<file path="src/hw/por_seq_pkg.sv">
// Package: constants for the power-on reset sequencer
package por_seq_pkg;
    // ----------------------------------------
    // Timing
    // ----------------------------------------
    localparam int CLK_MHZ = 200;
    localparam int CONFIG_TIME_US = 450;
    localparam int BANK_SETTLE_US = 2;
    localparam int CONFIG_CYCLES = CONFIG_TIME_US * CLK_MHZ;
    localparam int BANK_SETTLE_CYCLES = BANK_SETTLE_US * CLK_MHZ;
    localparam int CLEAR_CYCLES = 4;
    localparam int CNT_W = 20;
    localparam int NUM_BANKS = 4;

    // ----------------------------------------
    // Sequencer states
    // ----------------------------------------
    typedef enum logic [5:0] {
        ST_OFF      = 6'h01,
        ST_LOAD     = 6'h02,
        ST_BANKWAIT = 6'h04,
        ST_SETTLE   = 6'h08,
        ST_CLEAR    = 6'h10,
        ST_USER     = 6'h20
    } seq_state_t;
endpackage

</file>
<file path="src/hw/power_on_reset_sequencer.sv">
// Power-on reset sequencer: supply watch, download, clear and I/O release
`timescale 1ns/1ps
module power_on_reset_sequencer
    import por_seq_pkg::*;
#(
    parameter int BANKS = NUM_BANKS,
    parameter int CONFIG_CYC = CONFIG_CYCLES,
    parameter int SETTLE_CYC = BANK_SETTLE_CYCLES,
    parameter bit LOW_POWER = 1'b0
) (
    // Clock and reset
    input wire logic core_clk,
    input wire logic reset,
    // Supply flags from analog comparators
    input wire logic core_supply_good,
    input wire logic core_supply_sag,
    input wire logic [BANKS-1:0] bank_supply_good,
    // Optional device-wide pins and their enables
    input wire logic clear_pin_enable,
    input wire logic device_wide_clear_pin_n,
    input wire logic oe_pin_enable,
    input wire logic device_wide_output_enable_pin,
    // Configuration flash download
    output logic download_start,
    input wire logic download_done,
    // Outputs to the core
    output logic io_tristate,
    output logic io_weak_pullup,
    output logic config_memory_reset,
    output logic register_clear,
    output logic user_mode
);
    // ----------------------------------------
    // Elaboration checks
    // ----------------------------------------
    // Load must leave room for the sync delay and the clear cycles
    localparam int LOAD_LAST = CONFIG_CYC - CLEAR_CYCLES - 4;

    if (BANKS < 1) begin : g_bad_banks
        $error("power_on_reset_sequencer: BANKS below one");
    end
    if (CONFIG_CYC >= (1 << CNT_W) || SETTLE_CYC >= (1 << CNT_W)) begin : g_bad_width
        $error("power_on_reset_sequencer: count too wide for the counter");
    end
    if (LOAD_LAST < 1) begin : g_bad_config
        $error("power_on_reset_sequencer: configuration count too short");
    end
    if (SETTLE_CYC < 1) begin : g_bad_settle
        $error("power_on_reset_sequencer: settle count below one");
    end
    if (CLEAR_CYCLES < 2) begin : g_bad_clear
        $error("power_on_reset_sequencer: clear needs two cycles");
    end

    // ----------------------------------------
    // Input synchronisers
    // ----------------------------------------
    // Every flag here is asynchronous to core_clk
    localparam int SW = BANKS + 5;
    logic [SW-1:0] raw, s1_q, s2_q;
    assign raw = {bank_supply_good, core_supply_good, core_supply_sag,
                  device_wide_clear_pin_n, device_wide_output_enable_pin, download_done};
    always_ff @(posedge core_clk) begin
        s1_q <= raw;
        s2_q <= s1_q;
    end
    logic done_s, oe_s, clr_n_s, sag_s, core_s, banks_ok;
    assign done_s = s2_q[0];
    assign oe_s = s2_q[1];
    assign clr_n_s = s2_q[2];
    assign sag_s = s2_q[3];
    assign core_s = s2_q[4];
    assign banks_ok = &s2_q[SW-1:5];

    // ----------------------------------------
    // Sequencer
    // ----------------------------------------
    seq_state_t state_q, state_d;
    logic [CNT_W-1:0] cnt_q, cnt_d;
    logic regs_held_q, regs_held_d;
    logic loaded_q, loaded_d;

    always_comb begin
        state_d = state_q;
        cnt_d = cnt_q;
        regs_held_d = regs_held_q;
        loaded_d = loaded_q;
        unique case (state_q)
            ST_OFF: begin
                cnt_d = '0;
                loaded_d = 1'b0;
                regs_held_d = 1'b1;
                if (core_s && !sag_s) begin
                    state_d = ST_LOAD;
                end
            end
            ST_LOAD: begin
                if (cnt_q < CNT_W'(CONFIG_CYC)) begin
                    cnt_d = cnt_q + 1'b1;
                end
                // A slow flash copy holds the load until done
                if (done_s) begin
                    loaded_d = 1'b1;
                end
                if ((done_s || loaded_q) && cnt_q >= CNT_W'(LOAD_LAST)) begin
                    cnt_d = '0;
                    // Late banks add the settle time after the last one
                    state_d = banks_ok ? ST_CLEAR : ST_BANKWAIT;
                end
            end
            ST_BANKWAIT: begin
                if (banks_ok) begin
                    cnt_d = '0;
                    state_d = ST_SETTLE;
                end
            end
            ST_SETTLE: begin
                cnt_d = cnt_q + 1'b1;
                // A bank that drops restarts the settle time
                if (!banks_ok) begin
                    cnt_d = '0;
                    state_d = ST_BANKWAIT;
                end else if (cnt_q == CNT_W'(SETTLE_CYC - 1)) begin
                    cnt_d = '0;
                    state_d = ST_CLEAR;
                end
            end
            ST_CLEAR: begin
                cnt_d = cnt_q + 1'b1;
                // Registers go a cycle ahead of the pins
                if (cnt_q == CNT_W'(CLEAR_CYCLES - 2)) begin
                    regs_held_d = 1'b0;
                end
                if (!banks_ok) begin
                    cnt_d = '0;
                    regs_held_d = 1'b1;
                    state_d = ST_BANKWAIT;
                end else if (cnt_q == CNT_W'(CLEAR_CYCLES - 1)) begin
                    state_d = ST_USER;
                end
            end
            ST_USER: begin
                cnt_d = '0;
                // Bank supplies are not watched once running
                // Low-power variant trusts the core supply from here
                if (!LOW_POWER && sag_s) begin
                    state_d = ST_OFF;
                end
            end
            default: begin
                state_d = ST_OFF;
            end
        endcase
        // Brown-out before user mode aborts the load
        if (state_q != ST_USER && state_q != ST_OFF && (sag_s || !core_s)) begin
            state_d = ST_OFF;
        end
        // Registers are held again on the same edge as the reset
        if (state_d == ST_OFF) begin
            regs_held_d = 1'b1;
        end
    end

    always_ff @(posedge core_clk) begin
        if (reset) begin
            state_q <= ST_OFF;
            cnt_q <= '0;
            regs_held_q <= 1'b1;
            loaded_q <= 1'b0;
        end else begin
            state_q <= state_d;
            cnt_q <= cnt_d;
            regs_held_q <= regs_held_d;
            loaded_q <= loaded_d;
        end
    end

    // ----------------------------------------
    // Outputs
    // ----------------------------------------
    // Outputs come from next state so they change with it
    logic tri_d, clr_d, rst_d, start_d, um_d;
    always_comb begin
        um_d = (state_d == ST_USER);
        tri_d = !um_d || (oe_pin_enable && !oe_s);
        clr_d = regs_held_d || (clear_pin_enable && !clr_n_s);
        rst_d = (state_d == ST_OFF);
        start_d = (state_q == ST_OFF) && (state_d == ST_LOAD);
    end

    always_ff @(posedge core_clk) begin
        if (reset) begin
            io_tristate <= 1'b1;
            io_weak_pullup <= 1'b1;
            register_clear <= 1'b1;
            config_memory_reset <= 1'b1;
            download_start <= 1'b0;
            user_mode <= 1'b0;
        end else begin
            io_tristate <= tri_d;
            io_weak_pullup <= tri_d;
            register_clear <= clr_d;
            config_memory_reset <= rst_d;
            download_start <= start_d;
            user_mode <= um_d;
        end
    end
endmodule

</file>
<file path="config.mk">
export PLATFORM = sky130hd
export DESIGN_NAME = power_on_reset_sequencer
export DESIGN_NICKNAME = d
export VERILOG_FILES = /design/src/hw/por_seq_pkg.sv /design/src/hw/power_on_reset_sequencer.sv
export SDC_FILE = /design/constraint.sdc
export NUM_CORES = 1
export LEC_CHECK = 0
export ABC_AREA = 1
export BUFFER_PORTS_ARGS = -buffer_cell sky130_fd_sc_hd__buf_4
export CORE_MARGIN = 3
export CORE_UTILIZATION = 40
export CTS_CLUSTER_DIAMETER = 120
export CTS_CLUSTER_SIZE = 16
export DETAILED_ROUTE_END_ITERATION = 8
export PLACE_DENSITY_LB_ADDON = 0.15
export SETUP_SLACK_MARGIN = 0.5
export SLEW_MARGIN = 0
export SYNTH_ARGS = -nofsm -noshare
export SYNTH_HDL_FRONTEND = slang
export SYNTH_SLANG_ARGS = --single-unit
</file>
<file path="constraint.sdc">
create_clock -name core_clk -period 3.3 [get_ports core_clk]
set_input_delay 0.33 -clock core_clk [delete_from_list [all_inputs] [get_ports core_clk]]
set_output_delay 0.33 -clock core_clk [all_outputs]
set_load 0.005 [all_outputs]
</file>
==> Word level (Yosys, flattened, before mapping) <==
Index checks and enable logic that the tools add are counted.
{ "word_totals": {"mem_bits_ro": 0, "ram_bits": 0, "latchBits": 0, "output_inout_bits": 6, "register_bits": 51, "memories": 0, "input_bits": 13} }
{ "op_classes": {"order_cmp": 2, "n_shift": 0, "div": 0, "n_eq_ne": 17, "bitwise_logic": 0, "addsub": 1, "reduce_logical": 22, "multipliers": 0, "n_mux": 24} }
{ "op_table": {"columns": ["cell", "n"], "rows": [
  ["20-bit two-way mux", 6],
  ["20-bit case mux with 5 select lines", 1],
  ["6-bit two-way mux", 9],
  ["20-bit by 2-bit == test with 1-bit output, second input constant", 2],
  ["6-bit case mux with 6 select lines", 1],
  ["20-bit by 1-bit adder with 20-bit output, second input constant", 1],
  ["20-bit by 9-bit == test with 1-bit output, second input constant", 1],
  ["20-bit by 17-bit greater-or-equal comparator with 1-bit output, second input constant", 1],
  ["20-bit by 17-bit < comparator with 1-bit output, second input constant", 1],
  ["6-bit by 1-bit == test with 1-bit output, second input constant", 2],
  ["6-bit by 2-bit == test with 1-bit output, second input constant", 2],
  ["6-bit == test, second input constant", 2],
  ["1-bit logical AND", 7],
  ["6-bit by 3-bit == test with 1-bit output, second input constant", 1],
  ["6-bit by 4-bit == test with 1-bit output, second input constant", 1],
  ["6-bit by 5-bit == test with 1-bit output, second input constant", 1],
  ["6-bit by 1-bit inequality test with 1-bit output, second input constant", 1],
  ["6-bit inequality test, second input constant", 1],
  ["1-bit zero test", 5],
  ["5-bit two-way mux", 1],
  ["5-bit nonzero test", 1],
  ["1-bit logical OR", 4],
  ["1-bit two-way mux", 4],
  ["2-bit inequality test, second input constant", 2],
  ["7 further kinds", 8]
]} }

==> Depth between registers and ports, before layout <==
Gate-level depths: netlist (run 1).
{ "depth": {"ltp_word": 8, "ltp_mapped": 13} }

==> Least setup slack after synthesis (run 1) <==
No wires, ideal clock.
{ "synth_path": {"kind": "register to register", "startpoint": "register cnt_q[0]", "endpoint": "register cnt_q[0]", "setup_time_ns": 0.115, "arrival_time_ns": 1.506, "stages_incl_launch_ff": 11, "required_ns": 3.185, "setup_slack_ns": 1.679, "path_cell_list": "dfxtp_1 -> ha_1 -> nand3_1 -> nor2_1 -> nand3_1 -> nand3_1 -> nand3_1 -> nand2_1 -> nand2_4 -> nand2_4 -> nor2_1"} }
{ "synth_between": {"elab_chain_cells": 4, "elab_cells_between_ends": 13} }
{ "synth_rtl": {"columns": ["item", "line", "text"], "rows": [
  ["start, declared", "power_on_reset_sequencer.sv:79", "logic [CNT_W-1:0] cnt_q, cnt_d;"],
  ["start signal, assigned", "power_on_reset_sequencer.sv:172", "cnt_q <= cnt_d;"],
  ["20-bit by 1-bit adder with 20-bit output (tied with other cells)", "power_on_reset_sequencer.sv:99, power_on_reset_sequencer.sv:118, power_on_reset_sequencer.sv:129", null],
  ["20-bit two-way mux (tied with other cells)", "power_on_reset_sequencer.sv:123", "end else if (cnt_q == CNT_W'(SETTLE_CYC - 1)) begin"],
  ["20-bit two-way mux (tied with other cells)", "power_on_reset_sequencer.sv:120", "if (!banks_ok) begin"],
  ["20-bit case mux with 5 select lines / 3-bit AND reduction (equally long branches)", null, null]
]} }
Parallel ways exist; a longest one is shown, timed or not. The select of a mux whose other input is x is not followed.
A chain may end at the register's enable or synchronous reset.

==> Worst setup path after layout (run 1) <==
{ "layout_path": {"startpoint": "register cnt_q[7]", "endpoint": "register cnt_q[3]"} }
{ "layout_between": {"elab_chain_cells": 4, "elab_cells_between_ends": 10} }
{ "layout_rtl": {"columns": ["item", "line", "text"], "rows": [
  ["20-bit by 17-bit greater-or-equal comparator with 1-bit output / 20-bit by 9-bit == test with 1-bit output (equally long branches)", "power_on_reset_sequencer.sv:105, power_on_reset_sequencer.sv:123", null],
  ["1-bit logical AND / 20-bit two-way mux (equally long branches)", "power_on_reset_sequencer.sv:105, power_on_reset_sequencer.sv:123", null],
  ["20-bit two-way mux (tied with other cells)", "power_on_reset_sequencer.sv:105", "if ((done_s || loaded_q) && cnt_q >= CNT_W'(LOAD_LAST)) begin"],
  ["20-bit case mux with 5 select lines / 3-bit AND reduction (equally long branches)", null, null]
]} }
Parallel ways exist; a longest one is shown, timed or not.

==> results of run 1 <==
## through the flow
stage | hold WS (ns) | util [%] | power [mW] | area [sq um]
after global routing | 0.0983 | 47.2 | 1.17 | 2890
final | 0.115 | 47.2 | 1.12 | 2890
after detailed placement | 0.312 | 45.6 | 0.743 | 2800
after floorplan | 0.310 | - | 0.717 | 2630
after CTS | 0.108 | 47.2 | 1.13 | 2890
after global placement | 0.310 | 45.6 | 0.744 | 2800
## layout by cell type, fill, tap and decap left out, drive strengths merged, types with 2 or more instances in the layout
master,netlist,layout
a21oi,10,10
nand4,15,15
inv,47,49
nor2,73,73
buf,5,19
dfxtp,51,51
o21ai,11,11
o2111ai,4,4
clkbuf,1,5
o211ai,2,2
xor2,4,4
ha,2,2
nand3,42,42
nor3,9,9
nand2,109,109
clkinv,1,2
## flip-flops by register name (all words and copies together) (netlist names)
signal and flops:
regs_held_q 1, s2_q 9, cnt_q 20, register_clear 1, s1_q 9, download_start 1, loaded_q 1, state_q 6
io_weak_pullup 1, user_mode 1, config_memory_reset 1
## cell families after synthesis
family | share of synthesized area, %
xor gates and xnor gates | 1.33
AOI/OAI and AO/OA | 6.48
adders and majority gates | 0.953
buffers and inverters | 9.44
and+or+nand+nor | 42.9
DFF | 38.9
## critical path: stages (launching register included)
cell and delay [ns]:
dfxtp_1 0.48, inv_1 0.12, nor3_1 0.21, nand2_1 0.10, nand2_1 0.08, nand4_2 0.40
nand2_2 0.38, inv_4 0.10, nand2_4 0.10, nand2_4 0.10, nor2_1 0.13
## cell type report
class / count / area [sq um]
repair buffers: 19 / 143
flip-flops and latches: 51 / 1020
clock buffers: 5 / 68.8
inverters: 48 / 183
multi-input cells: 285 / 1360
fillers: 614 / 3240
clock inverters: 3 / 26.3
well taps: 75 / 93.8
## power by group through the flow
stage	clock, mW	combinational [mW]	sequential [mW]
floorplan	0	0.0619	0.655
global placement	0	0.0867	0.657
detailed placement	0	0.0861	0.657
CTS	0.401	0.0864	0.643
global route	0.426	0.0969	0.646
finish	0.388	0.0869	0.643
## metal layers
metal  up-vias  track usage (%)
met5         -                0
met2        51             26.6
met3         8             3.03
met4         0             5.67
li1       1289                -
met1      1108             24.8
## worst max-delay path by stage
stage | start | endpoint | depth (start not counted)
after floorplan | cnt_q[0] | cnt_q[0] | 10
after global placement | cnt_q[7] | cnt_q[0] | 10
after detailed placement | cnt_q[7] | cnt_q[3] | 10
after CTS | cnt_q[7] | cnt_q[3] | 10
after global routing | cnt_q[9] | cnt_q[1] | 12
final | cnt_q[7] | cnt_q[3] | 10
==> results.toml, run 1 <==
[finish]
fin_cells = 486
areaGrowthSynthToFinish_pct = 10.2
drive_above_1_share_pct = 11.4
nets = 425
antenna_cells = 0

[drt]
wl_met1_um = 3030
drtPass1Iterations = 5
wl_um = 6060
drc = 0
num_vias = 2456
routedWlPerCell_um = 12.5
postRouteAntennaNets = 0
dr_wl_met3_um = 249
highest_layer = "met4"
met2_length_um = 2700
viasPerCell = 5.05
drtIter0Drc = 182

[synthesis]
ys_async_sr_fraction_pct = 0
synth_fp_nets = 405
ys_ff_latch = 51
synthTopCellsByCount = "nand2_1, nor2_1, dfxtp_1"
synth_most_common_cell = "nand2_1"
ys_seq_area_share_pct = 38.9
synth_area_sq_mm = 0.00263
yosys.area.top_type = "dfxtp_1"
synth_top_area_share_pct = 38.9
yosysWarnings = 0
synthCells = 390
synthFlopType = "dfxtp_1"
synth_edf_count = 0
synth.distinct_cells = 32
synth_area_per_cell_sq_um = 6.73
synth_area_leaders = "dfxtp_1, nand2_1, nor2_1"

[sta]
finalClockSkew_ns = 0.00534
rsz0062_at_grt = "no"
max_freq_ghz = 0.438
finalMaxSlewViolations = 0
fin_crit_sh_pct = 69.1
setup_violations = 0
min_period_ns = 2.28
hold_violations = 0
fin_ws_ns = 1.02
relSlewSlack_pct = 65.2
worst_pin_slew_ns = 0.521
setup_tns_ns = 0

[clock_tree]
clk_pin_slew_ns = 0.10
numClockSinks = 51
tritoncts = "done"
cts_buffer_depth = 2
clk_latency_ns = 0.31
post_cts_resized = 0
numCtsBuffers = 5
clock-root-buffer = "clkbuf_8"
post-cts-setup-buffer-count = 0
htreeDepth = 2
cts_hold_buf = 0

[pwr]
p_leak_nw = 1.24
p_int_mw = 0.820
p_clk_share_pct = 34.7
max-vdd-ir-drop_v = 0.000243
switchingPower_mw = 0.298
power.share.switching_pct = 26.6
powerDensity_mw_per_mm2 = 387
seq_power_share_pct = 57.5
pwr-share-comb_pct = 7.8

[worst_hold_path]
holdPathEnd = "s1_q[5]"
hold_path_class = "input port to flip-flop"
worstHoldStart = "bank_supply_good[0]"
holdPathStages = 1

[floorplan]
die_x_um = 87.0
initial_core_util_pct = 42.8
die_area_sq_mm = 0.00757
rows = 28
fp.dieH_um = 87.0
ios = 19
core_area_sq_mm = 0.00613

[critical_path]
critPathKind = "flip-flop to flip-flop"
reg2reg_from = "cnt_q[7]"
arrival_ns = 2.53
crit_fanout = 20
rr_worst_depth = 10
critPathRequiredTime_ns = 3.55
startpoint_type = "flip-flop"
endpoint_kind = "flip-flop"
r2r_setup_slack_ns = 1.02
r2r-end = "cnt_q[3]"

[placement]
dp_hpwl_um = 4700
dpl_worst_slack_ns = 1.04
numPortBuffers = 18
place_inst = 478
gp_congestion = 0.899

[grt]
grt_pass1_wl_um = 10500
overflow = 0
grt_use_total_pct = 17.4
grt_max_degree = 21
grt_pass1_vias = 2260
antenna_found_initial = 0

[status]
status = "finished clean"

[flow_run]
cap_violations = 0
No activity file was read; power rests on OpenSTA's default activity.
==> inputs of run 2 (changes only) <==
Clock period 3.3 ns to 2.3 ns, I/O delays scaled along.
==> run 2 against run 1 <==
Net effect: sequential share of layout area down 3.1 points; via count is 6.0% higher; final area rose by 12%.
==> results.toml, run 2 (synthesis results as in run 1) <==
[sta]
setup_violations = 0
finalMaxSlewViolations = 0
worst_pin_slew_ns = 0.312
min_period_ns = 1.72
fin_crit_sh_pct = 74.6
rsz0062_at_grt = "yes"
hold_ws_ns = 0.0173
max_freq_ghz = 0.582
hold_violations = 0
setup_tns_ns = 0
relSlewSlack_pct = 79.2
finalClockSkew_ns = 0.0128

[critical_path]
reg2reg_from = "state_q[1]"
r2r_setup_slack_ns = 0.58
crit_fanout = 10
rr_worst_depth = 11
startpoint_type = "flip-flop"
critPathRequiredTime_ns = 2.55
cp_top_family = "simple AND/OR/NAND/NOR gates"
crit_chain = "nor2_4 -> nand2_2 -> nor2_4 -> inv_2 -> nand2_1 -> nor3_2 -> nand3_2 -> nand2_1 -> nand2_4 -> nand2_8 -> nor2_1"
critPathKind = "flip-flop to flip-flop"
slowest_stage = "dfxtp_1"
max_stage_delay_ns = 0.36
endpoint_kind = "flip-flop"
r2r-end = "cnt_q[2]"
arrival_ns = 1.96
cp_num_buf_inv = 1

[drt]
viasPerCell = 5.11
postRouteAntennaNets = 0
drtIter0Drc = 238
routedWlPerCell_um = 13.0
drc = 0
drtPass1Iterations = 5
num_vias = 2603
wl_um = 6640

[placement]
dp_hpwl_um = 4700
gp_congestion = 0.935
numPortBuffers = 18

[floorplan]
initial_core_util_pct = 42.8
die_area_sq_mm = 0.00757
core_area_sq_mm = 0.00613
ios = 19
die_x_um = 87.0
fp.dieH_um = 87.0
rows = 28

[finish]
layout_commonest_cell = "nand2_1"
antenna_cells = 0
top_regs = "cnt_q: 20 flops, s1_q: 9 flops, s2_q: 9 flops"
largest_reg_flops = 20
nets = 448
drive_above_1_share_pct = 20.7
final_cell_mix = "nand2_1, nor2_1, inv_1"
areaGrowthSynthToFinish_pct = 23.5
top_register = "cnt_q"

[clock_tree]
clk_pin_slew_ns = 0.11
numCtsBuffers = 5
numClockSinks = 51
clk_latency_ns = 0.32
htreeDepth = 2
tritoncts = "done"
clock-root-buffer = "clkbuf_8"
cts_buffer_depth = 2

[pwr]
max-vdd-ir-drop_v = 0.000326
powerDensity_mw_per_mm2 = 509
p_leak_nw = 1.36

[grt]
grt_pass1_wl_um = 10300
grt_max_degree = 20
grt_pass1_vias = 2203
met1_usage_pct = 23.7
grt_use_total_pct = 17.2
antenna_found_initial = 0
overflow = 0
grtUsageMet2_pct = 26.2
use_met3_pct = 4.16
top_usage_layer = "met2"

[flow_run]
cap_violations = 0

[worst_hold_path]
hold_path_class = "input port to flip-flop"
holdPathStages = 1
worstHoldStart = "device_wide_clear_pin_n"
holdPathEnd = "s1_q[2]"

[status]
status = "finished clean"
==> run 2: cell count changes in the layout (fill, tap and decap cells not counted), moves of 7 or more <==
cell           previous run  this run
buf_4                    19        27
dfxtp_2                   0         9
buf_6                     0         7
nor2_1                   68        61
dfxtp_1                  51        39
dlygate4sd3_1             0         7
==> run 2: timing repair <==
action | 4_1_cts | 5_1_grt
pin swaps | 0 | 7
resized for setup | 6 | 46
setup endpoints to repair | 10 | 22
hold endpoints to repair | 0 | 7
buffers inserted | 0 | 9
gates cloned | 0 | 3
hold buffers | 0 | 7
==> run 2: metal layers <==
metal | vias up | share of wire (%)
met5 | - | 0
met4 | 0 | 1.4
met3 | 9 | 5.5
met2 | 74 | 45
met1 | 1183 | 48
li1 | 1337 | -
==> run 2: area by class of cell <==
class,count,area [sq um]
Multi-Input combinational cell,285,1460
Inverter,48,188
Clock inverter,3,27.5
Clock buffer,5,68.8
Timing Repair Buffer,41,352
Fill cell,567,2890
Sequential cell,51,1040
Timing Repair inverter,1,6.26
Tap cell,75,93.8
==> run 2: worst max-delay path by stage <==
| stage | startpoint | endpoint | slack, ns | cells after the start |
|---|---|---|---|---|
| detailed placement | cnt_q[0] | cnt_q[2] | 0.43 | 10 |
| floorplan | cnt_q[0] | cnt_q[0] | 0.68 | 10 |
| finish | state_q[1] | cnt_q[2] | 0.58 | 11 |
| CTS | state_q[1] | cnt_q[2] | 0.49 | 10 |
| global placement | cnt_q[0] | cnt_q[6] | 0.49 | 10 |
| global route | state_q[2] | cnt_q[3] | 0.46 | 12 |
==> run 2: report_power, final <==
group,switching (mW),total [mW],internal [mW]
sequential,0.0170,0.924,0.907
combinational,0.0972,0.171,0.0739
clock,0.331,0.555,0.224
==> run 2: per-stage QoR <==
stage                     total power [mW]  worst slack (ns)  instance area, sq um  instances  util (%)
after floorplan                       1.03             0.679                  2630        390         -
after global placement                1.07             0.490                  2830        482      46.1
after detailed placement              1.07             0.427                  2830        482      46.1
after CTS                             1.62             0.494                  2940        490      47.9
after global routing                  1.73             0.459                  3240        509      52.9
final                                 1.65             0.583                  3240        509      52.9
==> inputs of run 3 (changes only) <==
Clock period 2.3 ns to 1.51 ns, I/O delays scaled along.
==> run 3 against run 2 <==
Net effect: the flow now finishes with violations (setup timing); final area grew 22%; global-route usage grew 5.2 points; first-iteration DRC count shrank 11%; hold slack gained 0.0034 ns; flip-flop and latch count is the same; count of clock-buffer cells in the layout is the same; core utilization grew 12 points; sequential share of layout area shrank 5.6 points; clock power grew 58%; via count grew 14%; cell count grew 15%; die area is the same; largest power group unchanged.
==> results.toml, run 3 (synthesis results as in run 1) <==
[status]
status = "complete, but fails checks"
violations = "setup timing"

[drt]
postRouteAntennaNets = 0
num_vias = 2977
drtIter0Drc = 213
drtPass1Iterations = 5
drc = 0
wl_um = 7930
viasPerCell = 5.11
routedWlPerCell_um = 13.6

[sta]
fin_ws_ns = -0.155
rsz0062_at_grt = "yes"
finalClockSkew_ns = 0.0119
setup_violations = 28
min_period_ns = 1.67
fin_crit_sh_pct = 110
relSlewSlack_pct = 66.7
worst_pin_slew_ns = 0.498
hold_violations = 0
max_freq_ghz = 0.600
finalMaxSlewViolations = 0

[flow_run]
cap_violations = 0

[finish]
nets = 522
largest_reg_flops = 20
top_regs = "cnt_q: 20 flops, s1_q: 9 flops, s2_q: 9 flops"
final_cell_mix = "buf_4, nand2_1, nor2_1"
areaGrowthSynthToFinish_pct = 50.9
final_core_util_pct = 64.6
top_register = "cnt_q"
drive_above_1_share_pct = 39.0
antenna_cells = 0
layout_commonest_cell = "buf_4"
fill_cells = 521

[worst_hold_path]
holdPathStages = 3
hold_path_class = "input port to flip-flop"

[pwr]
powerDensity_mw_per_mm2 = 662
max-vdd-ir-drop_v = 0.000496
power.total_mw = 2.62
p_leak_nw = 1.78

[critical_path]
critPathRequiredTime_ns = 1.72
startpoint_type = "flip-flop"
arrival_ns = 1.88
crit_fanout = 11
critPathKind = "flip-flop to flip-flop"
rr_worst_depth = 10
r2r_setup_slack_ns = -0.16
endpoint_kind = "flip-flop"

[grt]
grt_use_total_pct = 22.3
grt_pass1_wl_um = 13200
overflow = 0
grt_pass1_vias = 2888
grt_max_degree = 20
antenna_found_initial = 0

[placement]
dp_hpwl_um = 5570
numPortBuffers = 18
gp_congestion = 0.869

[floorplan]
die_x_um = 87.0
initial_core_util_pct = 42.8
fp.dieH_um = 87.0
ios = 19
rows = 28
core_area_sq_mm = 0.00613
die_area_sq_mm = 0.00757

[clock_tree]
clk_pin_slew_ns = 0.11
htreeDepth = 2
clk_latency_ns = 0.32
numCtsBuffers = 5
cts_buffer_depth = 2
tritoncts = "done"
numClockSinks = 51
clock-root-buffer = "clkbuf_8"
-- run 3: changes by cell type in the layout (fill, tap and decap cells not counted), sizes merged --
cell / before / now
buf: 34 / 106
clkinv: 2 / 3
clkinvlp: 1 / 0
dlygate4sd3: 7 / 9
inv: 49 / 48
nand2: 109 / 110
-- run 3: final timing paths --
check | from | to
max reg2reg | state_q[3] | cnt_q[3]
min reg2reg | s1_q[0] | s2_q[0]
min | oe_pin_enable | io_weak_pullup
max | state_q[3] | cnt_q[3]
-- run 3: where the power goes --
| group | internal, mW | leakage [nW] | switching (mW) | total [mW] |
|---|---|---|---|---|
| Combinational | 0.160 | 1.30 | 0.184 | 0.344 |
| Sequential | 1.38 | 0.428 | 0.0211 | 1.40 |
| Clock | 0.345 | 0.0502 | 0.530 | 0.875 |
| Total | 1.89 | 1.78 | 0.735 | 2.62 |
-- run 3: layer usage --
metal  GRT usage, %  part of all wire, %  vias up
met5              0                    0        -
met4           8.64                  2.3        0
met3           2.93                  5.5       20
met2           36.4                   46      105
met1           29.9                   46     1365
li1               -                    -     1487
-- run 3: final cells by class --
class                      instances  area, sq um  share of cell area [%]
inverter                          48          190                    4.80
clock buffer                       5         68.8                    1.74
clock inverter                     3         28.8                   0.727
tap                               75         93.8                    2.37
timing repair buffer             115          928                    23.4
sequential                        51         1050                    26.6
multi-input combinational        286         1600                    40.3
-- run 3: repair_timing --
item | CTS | global route
hold endpoints to repair | 9 | 0
hold buffers | 9 | 0
cloned | 1 | 0
gates resized for setup | 62 | 16
setup buffers | 6 | 2
pin swaps | 25 | 8
setup endpoints to repair | 33 | 33
-- run 3: metrics by stage --
stage	worst slack, ns	cells	hold slack, ns	cell area, sq um	setup TNS, ns
after floorplan	0.00707	390	0.179	2670	0
after CTS	-0.115	581	0.0179	3890	-1.99
after global routing	-0.295	583	0.0329	3960	-6.58
after detailed placement	-0.267	557	0.257	3440	-3.38
final	-0.155	583	0.0207	3960	-2.98
after global placement	-0.236	557	0.255	3440	-3.17
-- run 3: worst max-delay path, cell delays in order (launching register included) --
cell and delay (ns):
dfxtp_4 0.38, nor2_4 0.15, nand4_1 0.17, nand2_1 0.13
inv_2 0.06, a21oi_4 0.17, buf_6 0.16, buf_12 0.13
nand4_1 0.09, nand2_1 0.09, nor2_1 0.04
